### src/bpdi_pkg.sv
/*
 * Constants, register map and state types for the page-boundary and
 * doorbell interrupt block of the bridge.
 * Assumes a single pclk domain and an APB register port.
 */
package bpdi_pkg;

    ////////////////////////////////////////////////////////////////////////
    // Bus and field widths
    localparam int ADDR_W   = 12;
    localparam int DATA_W   = 32;
    localparam int PAGE_W   = 7;
    localparam int PIDX_W   = 5;

    ////////////////////////////////////////////////////////////////////////
    // Register byte offsets
    localparam logic [ADDR_W-1:0] OFF_PB_REQ_HI  = 12'h05C;
    localparam logic [ADDR_W-1:0] OFF_PB_MASK_LO = 12'h060;
    localparam logic [ADDR_W-1:0] OFF_PB_MASK_HI = 12'h064;
    localparam logic [ADDR_W-1:0] OFF_DB_CLEAR   = 12'h070;
    localparam logic [ADDR_W-1:0] OFF_DB_SET     = 12'h074;

    ////////////////////////////////////////////////////////////////////////
    // Reset values
    localparam logic [DATA_W-1:0] RST_PB_REQ  = 32'h00000000;
    localparam logic [DATA_W-1:0] RST_PB_MASK = 32'h0FFFFFFF;
    localparam logic [DATA_W-1:0] RST_DB      = 32'h00000000;
    localparam logic [DATA_W-1:0] RD_ZERO     = 32'h00000000;
    localparam logic [DATA_W-1:0] BIT0        = 32'h00000001;

    ////////////////////////////////////////////////////////////////////////
    // Doorbell halves and page range of the upper request register
    localparam int DB_PRI_LSB = 0;
    localparam int DB_PRI_MSB = 15;
    localparam int DB_SEC_LSB = 16;
    localparam int DB_SEC_MSB = 31;
    localparam logic [PAGE_W-1:0] PAGE_HI_FIRST = 7'h21;
    localparam logic [PAGE_W-1:0] PAGE_HI_LAST  = 7'h40;

    ////////////////////////////////////////////////////////////////////////
    // State of the register block
    typedef struct packed {
        logic [DATA_W-1:0] pb_req_hi;
        logic [DATA_W-1:0] pb_mask_lo;
        logic [DATA_W-1:0] pb_mask_hi;
        logic [DATA_W-1:0] db;
        logic [DATA_W-1:0] prdata;
        logic              slverr;
        logic              rev_s1;
        logic              rev_s2;
        logic              msi_s1;
        logic              msi_s2;
    } bpdi_state_type;

    // State of one interrupt signalling end
    typedef struct packed {
        logic req_d;
        logic intx_n;
        logic msg_assert;
        logic msg_deassert;
        logic msi_req;
    } bpdi_out_state_type;

endpackage

### src/bpdi_irq_out.sv
/*
 * One interrupt signalling end: turns a request level into an INTx pin
 * level, assert and deassert message pulses, or an MSI pulse.
 * Assumes mode inputs already synchronised to pclk.
 */
`timescale 1ns/100ps
module bpdi_irq_out (
    input  wire logic pclk,
    input  wire logic presetn,
    input  wire logic req,
    input  wire logic on_pci,
    input  wire logic msi_en,
    output logic      intx_n,
    output logic      msg_assert,
    output logic      msg_deassert,
    output logic      msi_req
);

    ////////////////////////////////////////////////////////////////////////
    localparam bpdi_pkg::bpdi_out_state_type OUT_RESET = '{
        req_d: 1'b0, intx_n: 1'b1, msg_assert: 1'b0,
        msg_deassert: 1'b0, msi_req: 1'b0};

    bpdi_pkg::bpdi_out_state_type st_r;
    bpdi_pkg::bpdi_out_state_type st_nxt;
    logic                         rise;
    logic                         fall;
    logic                         use_msg;

    ////////////////////////////////////////////////////////////////////////
    always_comb begin
        st_nxt       = st_r;
        rise         = req & ~st_r.req_d;
        fall         = ~req & st_r.req_d;
        use_msg      = ~on_pci & ~msi_en;
        st_nxt.req_d = req;
        // Pin on the conventional bus side
        st_nxt.intx_n       = ~(req & on_pci & ~msi_en);
        // Messages on the serial link side
        st_nxt.msg_assert   = rise & use_msg;
        st_nxt.msg_deassert = fall & use_msg;
        st_nxt.msi_req      = rise & msi_en;
    end

    always_ff @(posedge pclk or negedge presetn) begin
        if (!presetn) begin
            st_r <= OUT_RESET;
        end else begin
            st_r <= st_nxt;
        end
    end

    assign intx_n       = st_r.intx_n;
    assign msg_assert   = st_r.msg_assert;
    assign msg_deassert = st_r.msg_deassert;
    assign msi_req      = st_r.msi_req;

endmodule

### src/bpdi_irq_ctrl.sv
/*
 * Page-boundary and doorbell interrupt request registers of the bridge,
 * with APB register port and primary and secondary signalling ends.
 * Assumes transfer-done strobes come from logic on pclk; the bridge
 * direction and MSI enable come from pins and are synchronised here.
 */
// The implementer's own choice: register access over APB.
// Overview of operation
// RULE1: A 32-bit request register holds pages 33 (bit 0) to 64 (bit 31).
// RULE2: A completed transfer covering a page's last dword sets its bit.
// RULE3: An unmasked set page bit raises the secondary interrupt.
// RULE4: As a forward bridge the secondary side uses INTA pin or MSI.
// RULE5: As a reverse bridge the secondary side uses messages or MSI.
// RULE6: Writing one clears a page bit; page bits reset to zero.
// RULE7: A mask bit of zero passes its page, one blocks; masks reset high (the code resets both masks to 0FFFFFFF, so bits 31:28 pass).
// RULE8: Writing one to the clear word clears that doorbell bit.
// RULE9: Writing one to the set word sets that doorbell bit.
// RULE10: Both doorbell words read the current bits, which reset to zero.
// RULE11: Low doorbell half goes to primary, high half to secondary.
// RULE12: Writing zero to any request bit leaves it unchanged.
// RULE13: Set and clear words share one set of doorbell flops.
`timescale 1ns/100ps
module bpdi_irq_ctrl (
    input  wire logic                        pclk,
    input  wire logic                        presetn,
    input  wire logic                        psel,
    input  wire logic                        penable,
    input  wire logic                        pwrite,
    input  wire logic [bpdi_pkg::ADDR_W-1:0] paddr,
    input  wire logic [bpdi_pkg::DATA_W-1:0] pwdata,
    output logic      [bpdi_pkg::DATA_W-1:0] prdata,
    output logic                             pready,
    output logic                             pslverr,
    input  wire logic                        xfer_done,
    input  wire logic                        xfer_last_dw,
    input  wire logic [bpdi_pkg::PAGE_W-1:0] xfer_page,
    input  wire logic                        bridge_reverse,
    input  wire logic                        msi_enable,
    output logic                             pri_intx_n,
    output logic                             pri_msg_assert,
    output logic                             pri_msg_deassert,
    output logic                             pri_msi_req,
    output logic                             sec_intx_n,
    output logic                             sec_msg_assert,
    output logic                             sec_msg_deassert,
    output logic                             sec_msi_req,
    output logic                             irq
);

    ////////////////////////////////////////////////////////////////////////
    localparam bpdi_pkg::bpdi_state_type ST_RESET = '{
        pb_req_hi:  bpdi_pkg::RST_PB_REQ,
        pb_mask_lo: bpdi_pkg::RST_PB_MASK,
        pb_mask_hi: bpdi_pkg::RST_PB_MASK,
        db:         bpdi_pkg::RST_DB,
        prdata:     bpdi_pkg::RD_ZERO,
        slverr:     1'b0,
        rev_s1:     1'b0,
        rev_s2:     1'b0,
        msi_s1:     1'b0,
        msi_s2:     1'b0};

    bpdi_pkg::bpdi_state_type        st_r;
    bpdi_pkg::bpdi_state_type        st_nxt;
    logic                            setup;
    logic                            wr;
    logic [bpdi_pkg::PIDX_W-1:0]     page_idx;
    logic                            page_hit;
    logic [bpdi_pkg::DATA_W-1:0]     page_set;
    logic [bpdi_pkg::DATA_W-1:0]     page_clr;
    logic                            pri_req;
    logic                            sec_req;

    ////////////////////////////////////////////////////////////////////////
    // Word-aligned address match
    function automatic logic hit(
        input logic [bpdi_pkg::ADDR_W-1:0] a,
        input logic [bpdi_pkg::ADDR_W-1:0] off
    );
        return a[bpdi_pkg::ADDR_W-1:2] == off[bpdi_pkg::ADDR_W-1:2];
    endfunction

    ////////////////////////////////////////////////////////////////////////
    // Next state
    always_comb begin
        st_nxt   = st_r;
        setup    = psel & ~penable;
        wr       = psel & penable & pwrite;
        page_idx = bpdi_pkg::PIDX_W'(xfer_page - bpdi_pkg::PAGE_HI_FIRST);
        page_hit = xfer_done & xfer_last_dw
                 & (xfer_page >= bpdi_pkg::PAGE_HI_FIRST)
                 & (xfer_page <= bpdi_pkg::PAGE_HI_LAST);
        page_set = page_hit ? (bpdi_pkg::BIT0 << page_idx) //RULE2
                            : bpdi_pkg::RD_ZERO;
        page_clr = (wr && hit(paddr, bpdi_pkg::OFF_PB_REQ_HI))
                 ? pwdata : bpdi_pkg::RD_ZERO; //RULE12

        // Pin synchronisers
        st_nxt.rev_s1 = bridge_reverse;
        st_nxt.rev_s2 = st_r.rev_s1;
        st_nxt.msi_s1 = msi_enable;
        st_nxt.msi_s2 = st_r.msi_s1;

        // Page requests, hardware set wins over clear
        st_nxt.pb_req_hi = (st_r.pb_req_hi & ~page_clr) | page_set; //RULE6

        // Masks
        if (wr && hit(paddr, bpdi_pkg::OFF_PB_MASK_LO)) begin
            st_nxt.pb_mask_lo = pwdata; //RULE7
        end
        if (wr && hit(paddr, bpdi_pkg::OFF_PB_MASK_HI)) begin
            st_nxt.pb_mask_hi = pwdata; //RULE7
        end

        // Doorbells, one shared flop set
        if (wr && hit(paddr, bpdi_pkg::OFF_DB_SET)) begin
            st_nxt.db = st_r.db | pwdata; //RULE9 RULE13
        end
        if (wr && hit(paddr, bpdi_pkg::OFF_DB_CLEAR)) begin
            st_nxt.db = st_r.db & ~pwdata; //RULE8 RULE13
        end

        // Read data captured in the setup cycle
        if (setup) begin
            st_nxt.slverr = 1'b0;
            if (hit(paddr, bpdi_pkg::OFF_PB_REQ_HI)) begin
                st_nxt.prdata = st_r.pb_req_hi; //RULE1
            end else if (hit(paddr, bpdi_pkg::OFF_PB_MASK_LO)) begin
                st_nxt.prdata = st_r.pb_mask_lo;
            end else if (hit(paddr, bpdi_pkg::OFF_PB_MASK_HI)) begin
                st_nxt.prdata = st_r.pb_mask_hi;
            end else if (hit(paddr, bpdi_pkg::OFF_DB_CLEAR)
                      || hit(paddr, bpdi_pkg::OFF_DB_SET)) begin
                st_nxt.prdata = st_r.db; //RULE10
            end else begin
                st_nxt.prdata = bpdi_pkg::RD_ZERO;
                st_nxt.slverr = 1'b1;
            end
        end
    end

    always_ff @(posedge pclk or negedge presetn) begin
        if (!presetn) begin
            st_r <= ST_RESET;
        end else begin
            st_r <= st_nxt;
        end
    end

    ////////////////////////////////////////////////////////////////////////
    // Bus outputs
    assign prdata  = st_r.prdata;
    assign pready  = 1'b1;
    assign pslverr = psel & penable & st_r.slverr;

    ////////////////////////////////////////////////////////////////////////
    // Interrupt requests per side
    assign pri_req = |st_r.db[bpdi_pkg::DB_PRI_MSB:bpdi_pkg::DB_PRI_LSB];
    assign sec_req = (|(st_r.pb_req_hi & ~st_r.pb_mask_hi)) //RULE3 RULE7
                   | (|st_r.db[bpdi_pkg::DB_SEC_MSB:bpdi_pkg::DB_SEC_LSB]);
    assign irq     = pri_req | sec_req; //RULE11

    // Primary faces the conventional bus only in reverse mode
    bpdi_irq_out u_pri (
        .pclk         (pclk),
        .presetn      (presetn),
        .req          (pri_req),
        .on_pci       (st_r.rev_s2),
        .msi_en       (st_r.msi_s2),
        .intx_n       (pri_intx_n),
        .msg_assert   (pri_msg_assert),
        .msg_deassert (pri_msg_deassert),
        .msi_req      (pri_msi_req)
    );

    // Secondary faces the conventional bus in forward mode
    bpdi_irq_out u_sec (
        .pclk         (pclk),
        .presetn      (presetn),
        .req          (sec_req),
        .on_pci       (~st_r.rev_s2), //RULE4 RULE5
        .msi_en       (st_r.msi_s2),
        .intx_n       (sec_intx_n),
        .msg_assert   (sec_msg_assert),
        .msg_deassert (sec_msg_deassert),
        .msi_req      (sec_msi_req)
    );
endmodule

### config.mk
export PLATFORM = sky130hd
export DESIGN_NAME = bpdi_irq_ctrl
export DESIGN_NICKNAME = d
export VERILOG_FILES = /design/src/bpdi_pkg.sv /design/src/bpdi_irq_out.sv /design/src/bpdi_irq_ctrl.sv
export SDC_FILE = /design/constraint.sdc
export NUM_CORES = 1
export LEC_CHECK = 0
export BUFFER_PORTS_ARGS = -buffer_cell sky130_fd_sc_hd__buf_2
export CAP_MARGIN = 20
export CELL_PAD_IN_SITES_DETAIL_PLACEMENT = 1
export CELL_PAD_IN_SITES_GLOBAL_PLACEMENT = 1
export CORE_MARGIN = 2
export CORE_UTILIZATION = 50
export DETAILED_ROUTE_END_ITERATION = 10
export GPL_TIMING_DRIVEN = 0
export PLACE_DENSITY = 0.95
export SYNTH_ARGS = -nofsm -noshare
export SYNTH_HDL_FRONTEND = slang
export SYNTH_SLANG_ARGS = --single-unit
### constraint.sdc
create_clock -name pclk -period 3.9 [get_ports pclk]
set_input_delay 0.39 -clock pclk [delete_from_list [all_inputs] [get_ports pclk]]
set_output_delay 0.39 -clock pclk [all_outputs]
set_load 0.1 [all_outputs]
==> summary.md, run 1 <==
| Metric | Value |
|---|---|
| Top post-synthesis cells by area | `dfrtp_1, dfstp_2, mux2_2, mux2_4, nand2_1` |
| Layout cells sized above 1 | `35.4%` |
| Setup Crit Path Kind | `flip-flop to primary output` |
| Place WS | `0.530 ns` |
| Number of cells on the critical path | `5` |
| Placed cells | `1072` |
| TritonCTS clock tree | `done` |
| Multiplexer area fraction after synthesis | `15.5%` |
| RSZ-0062 raised after global routing | `false` |
| Post-synthesis compound-gate area fraction | `10.9%` |
| Clk_skew | `0.0109 ns` |
| Port buffer count | `98` |
| Sequential area share after synthesis | `53.2%` |
| P_leak | `4.58 nW` |
| CP max stage cell | `a2111oi_0` |
| First-pass GRT wire length | `47.6 mm` |
| Final Max Tran Viols | `0` |
| Final core occ | `59.4%` |
| Nets | `932` |
| Final Cycle Share | `86.7%` |
| Vias in the first global route | `7939` |
| Power per Cell Area | `447 nW/um^2` |
| Post-DRT Antenna Nets | `0` |
| Routed Wire Length | `31.0 mm` |
| Xor and xnor fraction of the mapped netlist area | `0.105%` |
| Run status | `finished clean` |
| Non-filler cells, final | `1105` |
| Yosys top cell by area | `dfrtp_1` |
| Syn avg cell area | `11.1 sq um` |
| Simple-gate portion of the synthesized area | `14.4%` |
| Hold_buf cts | `1` |
| GRT Util Overall | `36.0%` |
| Crit Path Max Fanout | `4` |
| CP Capture Type | `primary output` |
| Pin count of the biggest net entering global routing | `92` |
| Synth-to-layout area growth | `16.9%` |
| Crit path cell chain | `nor2b_1, a2111oi_0, and4_1, nand4_1, buf_2` |
| GPL Wtd Cong | `0.922` |
| Cts repair resizes | `0` |
| # setup viols final | `0` |
| Placed cell area | `9180 sq um` |
| Initial Utilization | `50.8%` |
| Worst Path Required | `3.51 ns` |
| Hold WS | `0.0503 ns` |
| Hpwl dp | `20.0 mm` |
| Drt wl/cell | `28.1 um` |
| Ant. Diodes | `0` |
| Number of clock buffers inserted by TritonCTS | `17` |
| Peak supply drop | `0.000369 V` |
| Clock Pin Slew Worst Setup and Hold Paths | `0.07 ns` |
| Top Ports | `103` |
| Worst path bufs/invs | `1` |
| Synth Area in Adders | `0%` |
| Post-synth top area share | `35.0%` |
| CTS max path bufs | `2` |
| Largest family of logic cells by synthesized area | `multiplexers` |
| Area of the mapped netlist | `8370 sq um` |
| Total number of vias | `7301` |
| Tmin final | `3.38 ns` |
| Clk sinks | `175` |
| Yosys warns | `0` |
| Skew-Pair Late Insertion Delay | `0.44 ns` |
| Crit path arrival time | `2.99 ns` |
| Overflow left after global routing | `0` |
| Worst-Margin Slew | `1.15 ns` |
| Flops & latches, synth | `175` |
| Die ar. | `17800 sq um` |
| Unique masters post-synth | `42` |
| Final setup margin | `0.520 ns` |
| Vias per inst | `6.61` |
| Number of iterations in the first detailed-routing pass | `6` |
| Design Power | `4.37 mW` |
| H-tree Lvls | `4` |
| Post-route design area | `9780 sq um` |
| Relative slew slack | `21.2%` |
| Worst hold-check path type | `input pin to flip-flop` |
| Core area | `16500 sq um` |
| Final Hold Fails | `0` |
| Max Fclk | `296 MHz` |
| Iteration-0 DRC Markers | `899` |
| Drt drc | `0` |
| Die H | `133 um` |
| CTS root buffer | `clkbuf_16` |
| Fillcell total | `1780` |
| Post-Synthesis Cells | `752` |
| Die W | `133 um` |
| Setup Fix Bufs, Post-CTS | `0` |
| Syn nets | `812` |
| Hold depth | `1` |
| Final setup TNS | `0 ns` |
| # rows | `47` |
| FF-to-FF path depth | `4` |
| Worst path max stage delay | `0.98 ns` |
| Initial antenna violation count | `0` |
| CP top delay family | `compound AO/OA/AOI/OAI gates` |
| Max Cap Viol | `0` |
| CP Launch Type | `flip-flop` |
==> metal layers <==
| layer | track usage, % | vias to the layer above | share of wire (%) |
|---|---|---|---|
| met4 | 26.4 | 0 | 7.9 |
| met1 | 43.4 | 3635 | 36 |
| li1 | - | 2886 | - |
| met2 | 56.8 | 578 | 47 |
| met5 | 0 | - | 0 |
| met3 | 8.37 | 202 | 9.0 |
==> final cells by class <==
type,instances,area (sq um),area share (%)
Sequential cell,175,4450,45.5
Multi-Input combinational cell,488,3430,35.0
Timing Repair Buffer,101,543,5.55
Clock buffer,25,485,4.96
Buffer,76,440,4.50
Tap cell,220,275,2.81
Clock inverter,7,110,1.13
Inverter,13,48.8,0.499
==> path summary, 6_finish.rpt <==
check                                    end  slack [ns]  startpoint
worst min-delay path               st_nxt[0]        0.05  msi_enable
worst max-delay path                     irq        0.52    st_r[69]
worst min register to register       st_r[0]        0.36   st_nxt[0]
max in group asynchronous           st_r[91]        2.43     presetn
worst max register to register  u_sec.intx_n        1.35    st_r[69]
min in group asynchronous          prdata[1]        0.54     presetn
==> Yosys cell counts, drive strengths merged <==
cell	instances
nand3	13
a221oi	18
a31oi	1
mux2i	19
nor4	14
or2	3
conb	1
and2	1
o21ai	28
mux2	88
nand3b	1
nand2	115
dfstp	58
a22o	25
and4	4
inv	13
nor2b	29
nand4	4
nand4b	1
a311oi	1
nor3	7
and3	2
or4	1
o31ai	1
o21a	1
and3b	2
o2bb2ai	7
dfrtp	117
buf	40
o211ai	8
o221ai	20
a2111oi	8
clkbuf	36
xnor2	1
or4b	2
nor2	56
nand2b	6
==> layout by cell type, fill, tap and decap left out, types with 3 or more instances in the layout <==
| cell | instances |
|---|---|
| inv_1 | 13 |
| and4_1 | 4 |
| o211ai_1 | 8 |
| clkbuf_16 | 17 |
| dfstp_2 | 58 |
| clkbuf_8 | 3 |
| nor2_1 | 56 |
| nand2b_1 | 6 |
| a221oi_1 | 18 |
| nor4_1 | 14 |
| clkinv_2 | 4 |
| nand2_1 | 115 |
| o2bb2ai_1 | 7 |
| o21ai_0 | 28 |
| a22o_1 | 25 |
| o221ai_1 | 20 |
| nor3_1 | 7 |
| buf_4 | 33 |
| mux2_4 | 30 |
| clkbuf_1 | 41 |
| nand4_1 | 4 |
| buf_2 | 99 |
| a2111oi_0 | 8 |
| dfrtp_1 | 117 |
| nand3_1 | 13 |
| buf_6 | 4 |
| bufinv_16 | 3 |
| nor2b_1 | 29 |
| mux2_2 | 58 |
| mux2i_1 | 19 |
==> kinds of logic (layout without fill, tap and decap cells) <==
group	after synthesis	in the layout
other	1	1
flip-flops	175	175
AND/OR/NAND/NOR	261	261
multiplexers	107	107
buffers and inverters	89	222
AO/OA/AOI/OAI	118	118
XOR/XNOR	1	1
==> report_power, final <==
group	leakage (nW)	switching, mW	internal, mW	total (mW)
Combinational	2.12	0.477	0.156	0.632
Clock	0.295	0.738	1.06	1.79
Sequential	2.16	0.0577	1.89	1.94
(Power assumes the default switching activity.)
==> run 2: changes to the inputs <==
--- a/config.mk
+++ b/config.mk
@@ -13,7 +13,7 @@
 export CORE_UTILIZATION = 50
 export DETAILED_ROUTE_END_ITERATION = 10
 export GPL_TIMING_DRIVEN = 0
-export PLACE_DENSITY = 0.95
+export PLACE_DENSITY_LB_ADDON = 0.1
 export SYNTH_ARGS = -nofsm -noshare
 export SYNTH_HDL_FRONTEND = slang
 export SYNTH_SLANG_ARGS = --single-unit
==> summary.md, run 2 (synthesized netlist as in run 1, its figures left out) <==
| Metric | Value |
|---|---|
| P_leak | `4.58 nW (about the same)` |
| FF-to-FF path depth | `4 (unchanged)` |
| Vias in the first global route | `7058 (-11%)` |
| Setup Crit Path Kind | `flip-flop to primary output` |
| Routed Wire Length | `27.4 mm (-12%)` |
| Die ar. | `17800 sq um (unchanged)` |
| Cts repair resizes | `0 (unchanged)` |
| Crit path arrival time | `2.85 ns (-0.14 ns)` |
| Nets | `933 (+0.11%)` |
| # setup viols final | `0 (unchanged)` |
| GPL Wtd Cong | `0.884 (-4.1%)` |
| Ant. Diodes | `0 (unchanged)` |
| Hold path startpoint | `bridge_reverse` |
| Final Max Tran Viols | `0 (unchanged)` |
| Skew-Pair Late Insertion Delay | `0.44 ns (about the same)` |
| Drt wl/cell | `24.8 um (-12%)` |
| GRT Util Overall | `32.2% (-3.8 points)` |
| Tmin final | `3.24 ns (-0.143 ns)` |
| H-tree Lvls | `4 (unchanged)` |
| Die H | `133 um (unchanged)` |
| Overflow left after global routing | `0 (unchanged)` |
| Worst Path Required | `3.51 ns (about the same)` |
| Hold_buf cts | `1 (unchanged)` |
| Power per Cell Area | `444 nW/um^2 (-0.73%)` |
| NetSw | `1.29 mW (+1.3%)` |
| Hold depth | `1 (unchanged)` |
| Max Fclk | `309 MHz (+4.4%)` |
| Layout cells sized above 1 | `35.9% (+0.52 points)` |
| Vias per inst | `6.10 (-7.7%)` |
| Clk_skew | `0.00783 ns (-0.00304 ns)` |
| Worst-Margin Slew | `1.30 ns (+0.144 ns)` |
| RSZ-0062 raised after global routing | `false` |
| CTS root buffer | `clkbuf_16` |
| Post-DRT Antenna Nets | `0 (unchanged)` |
| Pin count of the biggest net entering global routing | `101 (+9.8%)` |
| R2R Path Start | `st_r[69]` |
| Peak supply drop | `0.000298 V (-19%)` |
| Drt drc | `0 (unchanged)` |
| Run status | `finished clean` |
| Worst hold-check path type | `input pin to flip-flop` |
| Clk sinks | `175 (unchanged)` |
| Final setup TNS | `0 ns (unchanged)` |
| Number of iterations in the first detailed-routing pass | `5 (-1)` |
| Iteration-0 DRC Markers | `487 (-46%)` |
| Setup Fix Bufs, Post-CTS | `0 (unchanged)` |
| Most common cell after layout, fill and taps aside | `dfrtp_1` |
| TritonCTS clock tree | `done` |
| Number of clock buffers inserted by TritonCTS | `17 (unchanged)` |
| Reg2reg end | `u_sec.msg_deassert` |
| # rows | `47 (unchanged)` |
| WHS Endpoint | `st_nxt[2]` |
| Crit Path Max Fanout | `4 (unchanged)` |
| Top Ports | `103 (unchanged)` |
| Most frequent cells in the layout | `dfrtp_1, nand2_1, buf_2` |
| Comb pwr share | `14.0% (-0.5 points)` |
| Initial antenna violation count | `1 (+1)` |
| Internal | `3.06 mW (-1.2%)` |
| Die W | `133 um (unchanged)` |
| Max Cap Viol | `0 (unchanged)` |
| Synth-to-layout area growth | `17.2%` |
| CP Capture Type | `primary output` |
| CP Launch Type | `flip-flop` |
| Hpwl dp | `19.1 mm (-4.6%)` |
| Clock Pin Slew Worst Setup and Hold Paths | `0.07 ns (about the same)` |
| Port buffer count | `98 (unchanged)` |
| Final setup margin | `0.664 ns (+0.143 ns)` |
| Reg2reg setup slack | `1.58 ns (+0.23 ns)` |
| Final Cycle Share | `83.0% (-3.7 points)` |
| Non-filler cells, final | `1106 (+0.090%)` |
| Switching Share | `29.6% (+0.51 points)` |
| First-pass GRT wire length | `42.8 mm (-10%)` |
| Relative slew slack | `12.9% (-8.3 points)` |
| Clock share of power | `41.5% (+0.4 points)` |
| CTS max path bufs | `2 (unchanged)` |
| Initial Utilization | `50.8% (unchanged)` |
| Placed cells | `1072 (unchanged)` |
| Total number of vias | `6746 (-7.6%)` |
| Place WS | `0.817 ns (+0.288 ns)` |
| Reg power frac | `44.5% (about the same)` |
| Core area | `16500 sq um (unchanged)` |
| Final Hold Fails | `0 (unchanged)` |
-- run 2: changes by cell type in the layout (fill, tap and decap cells not counted), sizes merged --
cell,previous run,this run
inv,13,17
buf,140,141
clkinvlp,0,3
clkbuf,61,54
-- run 2: layout make-up --
class / instances / area, sq um
Timing Repair Buffer: 102 / 554
Clock buffer: 18 / 429
Multi-Input combinational cell: 488 / 3430
Fill cell: 1828 / 6660
Tap cell: 220 / 275
Buffer: 76 / 440
Sequential cell: 175 / 4450
Clock inverter: 14 / 183
Inverter: 13 / 48.8
-- run 2: power groups by stage --
stage	clock network, mW	logic, mW	registers (mW)
floorplan	0	0.376	1.98
global placement	0	0.585	1.96
detailed placement	0	0.603	1.96
CTS	1.83	0.609	1.93
global route	1.90	0.645	1.94
finish	1.80	0.611	1.94
-- run 2: per-layer routing --
| layer | share of wire (%) | global-route usage (%) |
|---|---|---|
| met1 | 41 | 42.2 |
| met2 | 49 | 53.5 |
| met3 | 6.5 | 6.43 |
| met4 | 3.0 | 11.5 |
| met5 | 0 | 0 |
-- run 2: worst max-delay path by stage --
stage                         from  cells after the start    endpoint  slack (ns)
final                     st_r[69]                      5         irq        0.66
after floorplan           st_r[75]                      4         irq        1.31
after CTS                 st_r[69]                      5         irq        0.68
after detailed placement  paddr[4]                      7   st_r[143]        0.82
after global placement     presetn                      1  prdata[30]       -0.24
after global routing      st_r[69]                      5         irq        0.53
-- run 2: worst max-delay path: stages, from the launching register on --
cell	delay [ns]
dfstp_2	0.56
nor2b_1	0.06
a2111oi_0	0.93
and4_1	0.43
nand4_1	0.11
buf_2	0.31
-- run 2: metrics by stage --
step / instance area [sq um] / util (%) / power, mW / hold slack, ns
finish: 9810 / 59.6 / 4.35 / 0.0582
global route: 9810 / 59.6 / 4.49 / 0.0486
CTS: 9800 / 59.5 / 4.37 / 0.0484
detailed placement: 9180 / 55.7 / 2.57 / 0.336
global placement: 9130 / 55.5 / 2.54 / 0.333
floorplan: 8370 / - / 2.36 / 0.0944
==> run 3: changes to the inputs <==
--- a/config.mk
+++ b/config.mk
@@ -10,7 +10,7 @@
 export CELL_PAD_IN_SITES_DETAIL_PLACEMENT = 1
 export CELL_PAD_IN_SITES_GLOBAL_PLACEMENT = 1
 export CORE_MARGIN = 2
-export CORE_UTILIZATION = 50
+export CORE_UTILIZATION = 46
 export DETAILED_ROUTE_END_ITERATION = 10
 export GPL_TIMING_DRIVEN = 0
 export PLACE_DENSITY_LB_ADDON = 0.1
==> constraint.sdc (replaced) <==
create_clock -name pclk -period 3.1 [get_ports pclk]
set_input_delay 0.31 -clock pclk [delete_from_list [all_inputs] [get_ports pclk]]
set_output_delay 0.31 -clock pclk [all_outputs]
set_load 0.1 [all_outputs]
==> summary.md, run 3 (synthesized netlist as in run 1, its figures left out) <==
| Metric | Value |
|---|---|
| P_leak | `4.58 nW (+0.13%)` |
| Number of iterations in the first detailed-routing pass | `5 (unchanged)` |
| Core area | `17900 sq um (+8.7%)` |
| Final Max Tran Viols | `0 (unchanged)` |
| Most frequent cells in the layout | `dfrtp_1, nand2_1, buf_2` |
| Pin count of the biggest net entering global routing | `101 (unchanged)` |
| H-tree Lvls | `4 (unchanged)` |
| Worst path max stage delay | `0.76 ns (-0.17 ns)` |
| Hpwl dp | `19.7 mm (+3.2%)` |
| Total number of vias | `6690 (-0.83%)` |
| Hold WS | `0.134 ns (+0.0757 ns)` |
| RSZ-0062 raised after global routing | `false` |
| GPL Wtd Cong | `0.913 (+3.2%)` |
| Worst hold-check path type | `input pin to flip-flop` |
| Crit Path Max Fanout | `4 (unchanged)` |
| CP Capture Type | `primary output` |
| Skew-Pair Late Insertion Delay | `0.45 ns (about the same)` |
| Die ar. | `19300 sq um (+8.4%)` |
| Vias in the first global route | `7172 (+1.6%)` |
| First-pass GRT wire length | `43.4 mm (+1.6%)` |
| Final core occ | `54.8% (-4.8 points)` |
| Crit path arrival time | `2.68 ns (-0.17 ns)` |
| Setup Crit Path Kind | `flip-flop to primary output` |
| # rows | `49 (+4.3%)` |
| Post-route design area | `9810 sq um (about the same)` |
| GRT Util Overall | `29.6% (-2.6 points)` |
| Most common cell after layout, fill and taps aside | `dfrtp_1` |
| Port buffer count | `98 (unchanged)` |
| CP max stage cell | `a2111oi_0` |
| Ant. Diodes | `0 (unchanged)` |
| Run status | `finished clean` |
| Routed Wire Length | `27.6 mm (+0.71%)` |
| Setup crit end | `irq` |
| Worst-Margin Slew | `1.22 ns (-0.0734 ns)` |
| Clk sinks | `175 (unchanged)` |
| Design Power | `5.39 mW (+24%)` |
| Critical path startpoint | `st_r[86]` |
| Peak supply drop | `0.000407 V (+37%)` |
| Vias per inst | `5.99 (-1.7%)` |
| Placed cells | `1081 (+0.84%)` |
| Layout cells sized above 1 | `35.9% (-0.040 points)` |
| Die H | `139 um (+4.1%)` |
| R2R Path Start | `st_r[69]` |
| # setup viols final | `0 (unchanged)` |
| Reg2reg setup slack | `0.95 ns (-0.63 ns)` |
| Die W | `139 um (+4.1%)` |
| FF-to-FF path depth | `4 (unchanged)` |
| CTS max path bufs | `2 (unchanged)` |
| Overflow left after global routing | `0 (unchanged)` |
| Tmin final | `2.99 ns` |
| Post-DRT Antenna Nets | `0 (unchanged)` |
| Nets | `934 (+0.11%)` |
| Final setup margin | `0.109 ns (-0.555 ns)` |
| Worst Path Required | `2.79 ns (-0.72 ns)` |
| Placed cell area | `9190 sq um (+0.12%)` |
| Final setup TNS | `0 ns (unchanged)` |
| CP Launch Type | `flip-flop` |
| Initial antenna violation count | `0 (-1)` |
| Clock Pin Slew Worst Setup and Hold Paths | `0.08 ns (about the same)` |
| Crit path cell chain | `nor2b_1, a2111oi_0, and4_1, nand4_1, buf_2` |
| Final Cycle Share | `96.5%` |
| Initial Utilization | `46.7% (-4.1 points)` |
| Setup Fix Bufs, Post-CTS | `0 (unchanged)` |
| Non-filler cells, final | `1116 (+0.90%)` |
| Power per Cell Area | `550 nW/um^2 (+24%)` |
| Max Cap Viol | `0 (unchanged)` |
| Synth-to-layout area growth | `17.3% (about the same)` |
| Final Hold Fails | `0 (unchanged)` |
| Clk_skew | `0.00725 ns (-0.000585 ns)` |
| Drt wl/cell | `24.8 um (-0.19%)` |
| Top Ports | `103 (unchanged)` |
| Reg2reg end | `u_sec.intx_n` |
| Drt drc | `0 (unchanged)` |
| Max Fclk | `334 MHz` |
| TritonCTS clock tree | `done` |
| Number of clock buffers inserted by TritonCTS | `17 (unchanged)` |
| Iteration-0 DRC Markers | `498 (+2.3%)` |
| Place WS | `-0.121 ns (-0.938 ns)` |
| CTS root buffer | `clkbuf_16` |
| Relative slew slack | `18.1% (+5.3 points)` |
run 3: layout make-up:
cell class | count | area (sq um)
buffer | 76 | 440
clock buffer | 17 | 425
clock inverter | 15 | 165
timing repair buffer | 103 | 563
inverter | 13 | 48.8
multi-input combinational | 488 | 3430
sequential | 175 | 4450
tap | 229 | 287
fill | 1961 | 8090
run 3: worst min-delay path by stage:
stage / startpoint / endpoint / cells after the start
2_1_floorplan: presetn / async pin / 0
3_3_place_gp: st_nxt[0] / st_r[0] / 0
3_5_place_dp: presetn / st_r[137] / 1
4_1_cts: pwdata[5] / st_r[74] / 3
5_1_grt: pwdata[5] / st_r[74] / 3
6_report: pwdata[5] / st_r[74] / 3
run 3: routing by layer:
layer  global-route usage (%)  wire length (um)  share of wire [%]
met1                     38.6             11500                 42
met2                     50.4             13900                 50
met3                     5.94              1580                5.7
met4                     8.83               672                2.4
met5                        0                 0                  0
run 3: critical path: cells and delay by family (launching register included):
| family | cells | cell delay (ns) |
|---|---|---|
| buffers and inverters | 1 | 0.31 |
| AOI/OAI and AO/OA | 1 | 0.76 |
| DFF | 1 | 0.55 |
| and+or+nand+nor | 3 | 0.62 |
run 3: power by group:
group / total (mW) / internal, mW / switching, mW
Sequential: 2.43 / 2.37 / 0.0612
Clock: 2.19 / 1.15 / 1.04
Combinational: 0.769 / 0.199 / 0.570
Total: 5.39 / 3.72 / 1.67
run 3: what timing repair did:
item | in CTS | in global routing
hold buffers | 3 | 0
cloned | 0 | 0
gates resized for setup | 1 | 2
hold endpoints to repair | 54 | 0
endpoints found under the setup margin | 1 | 1
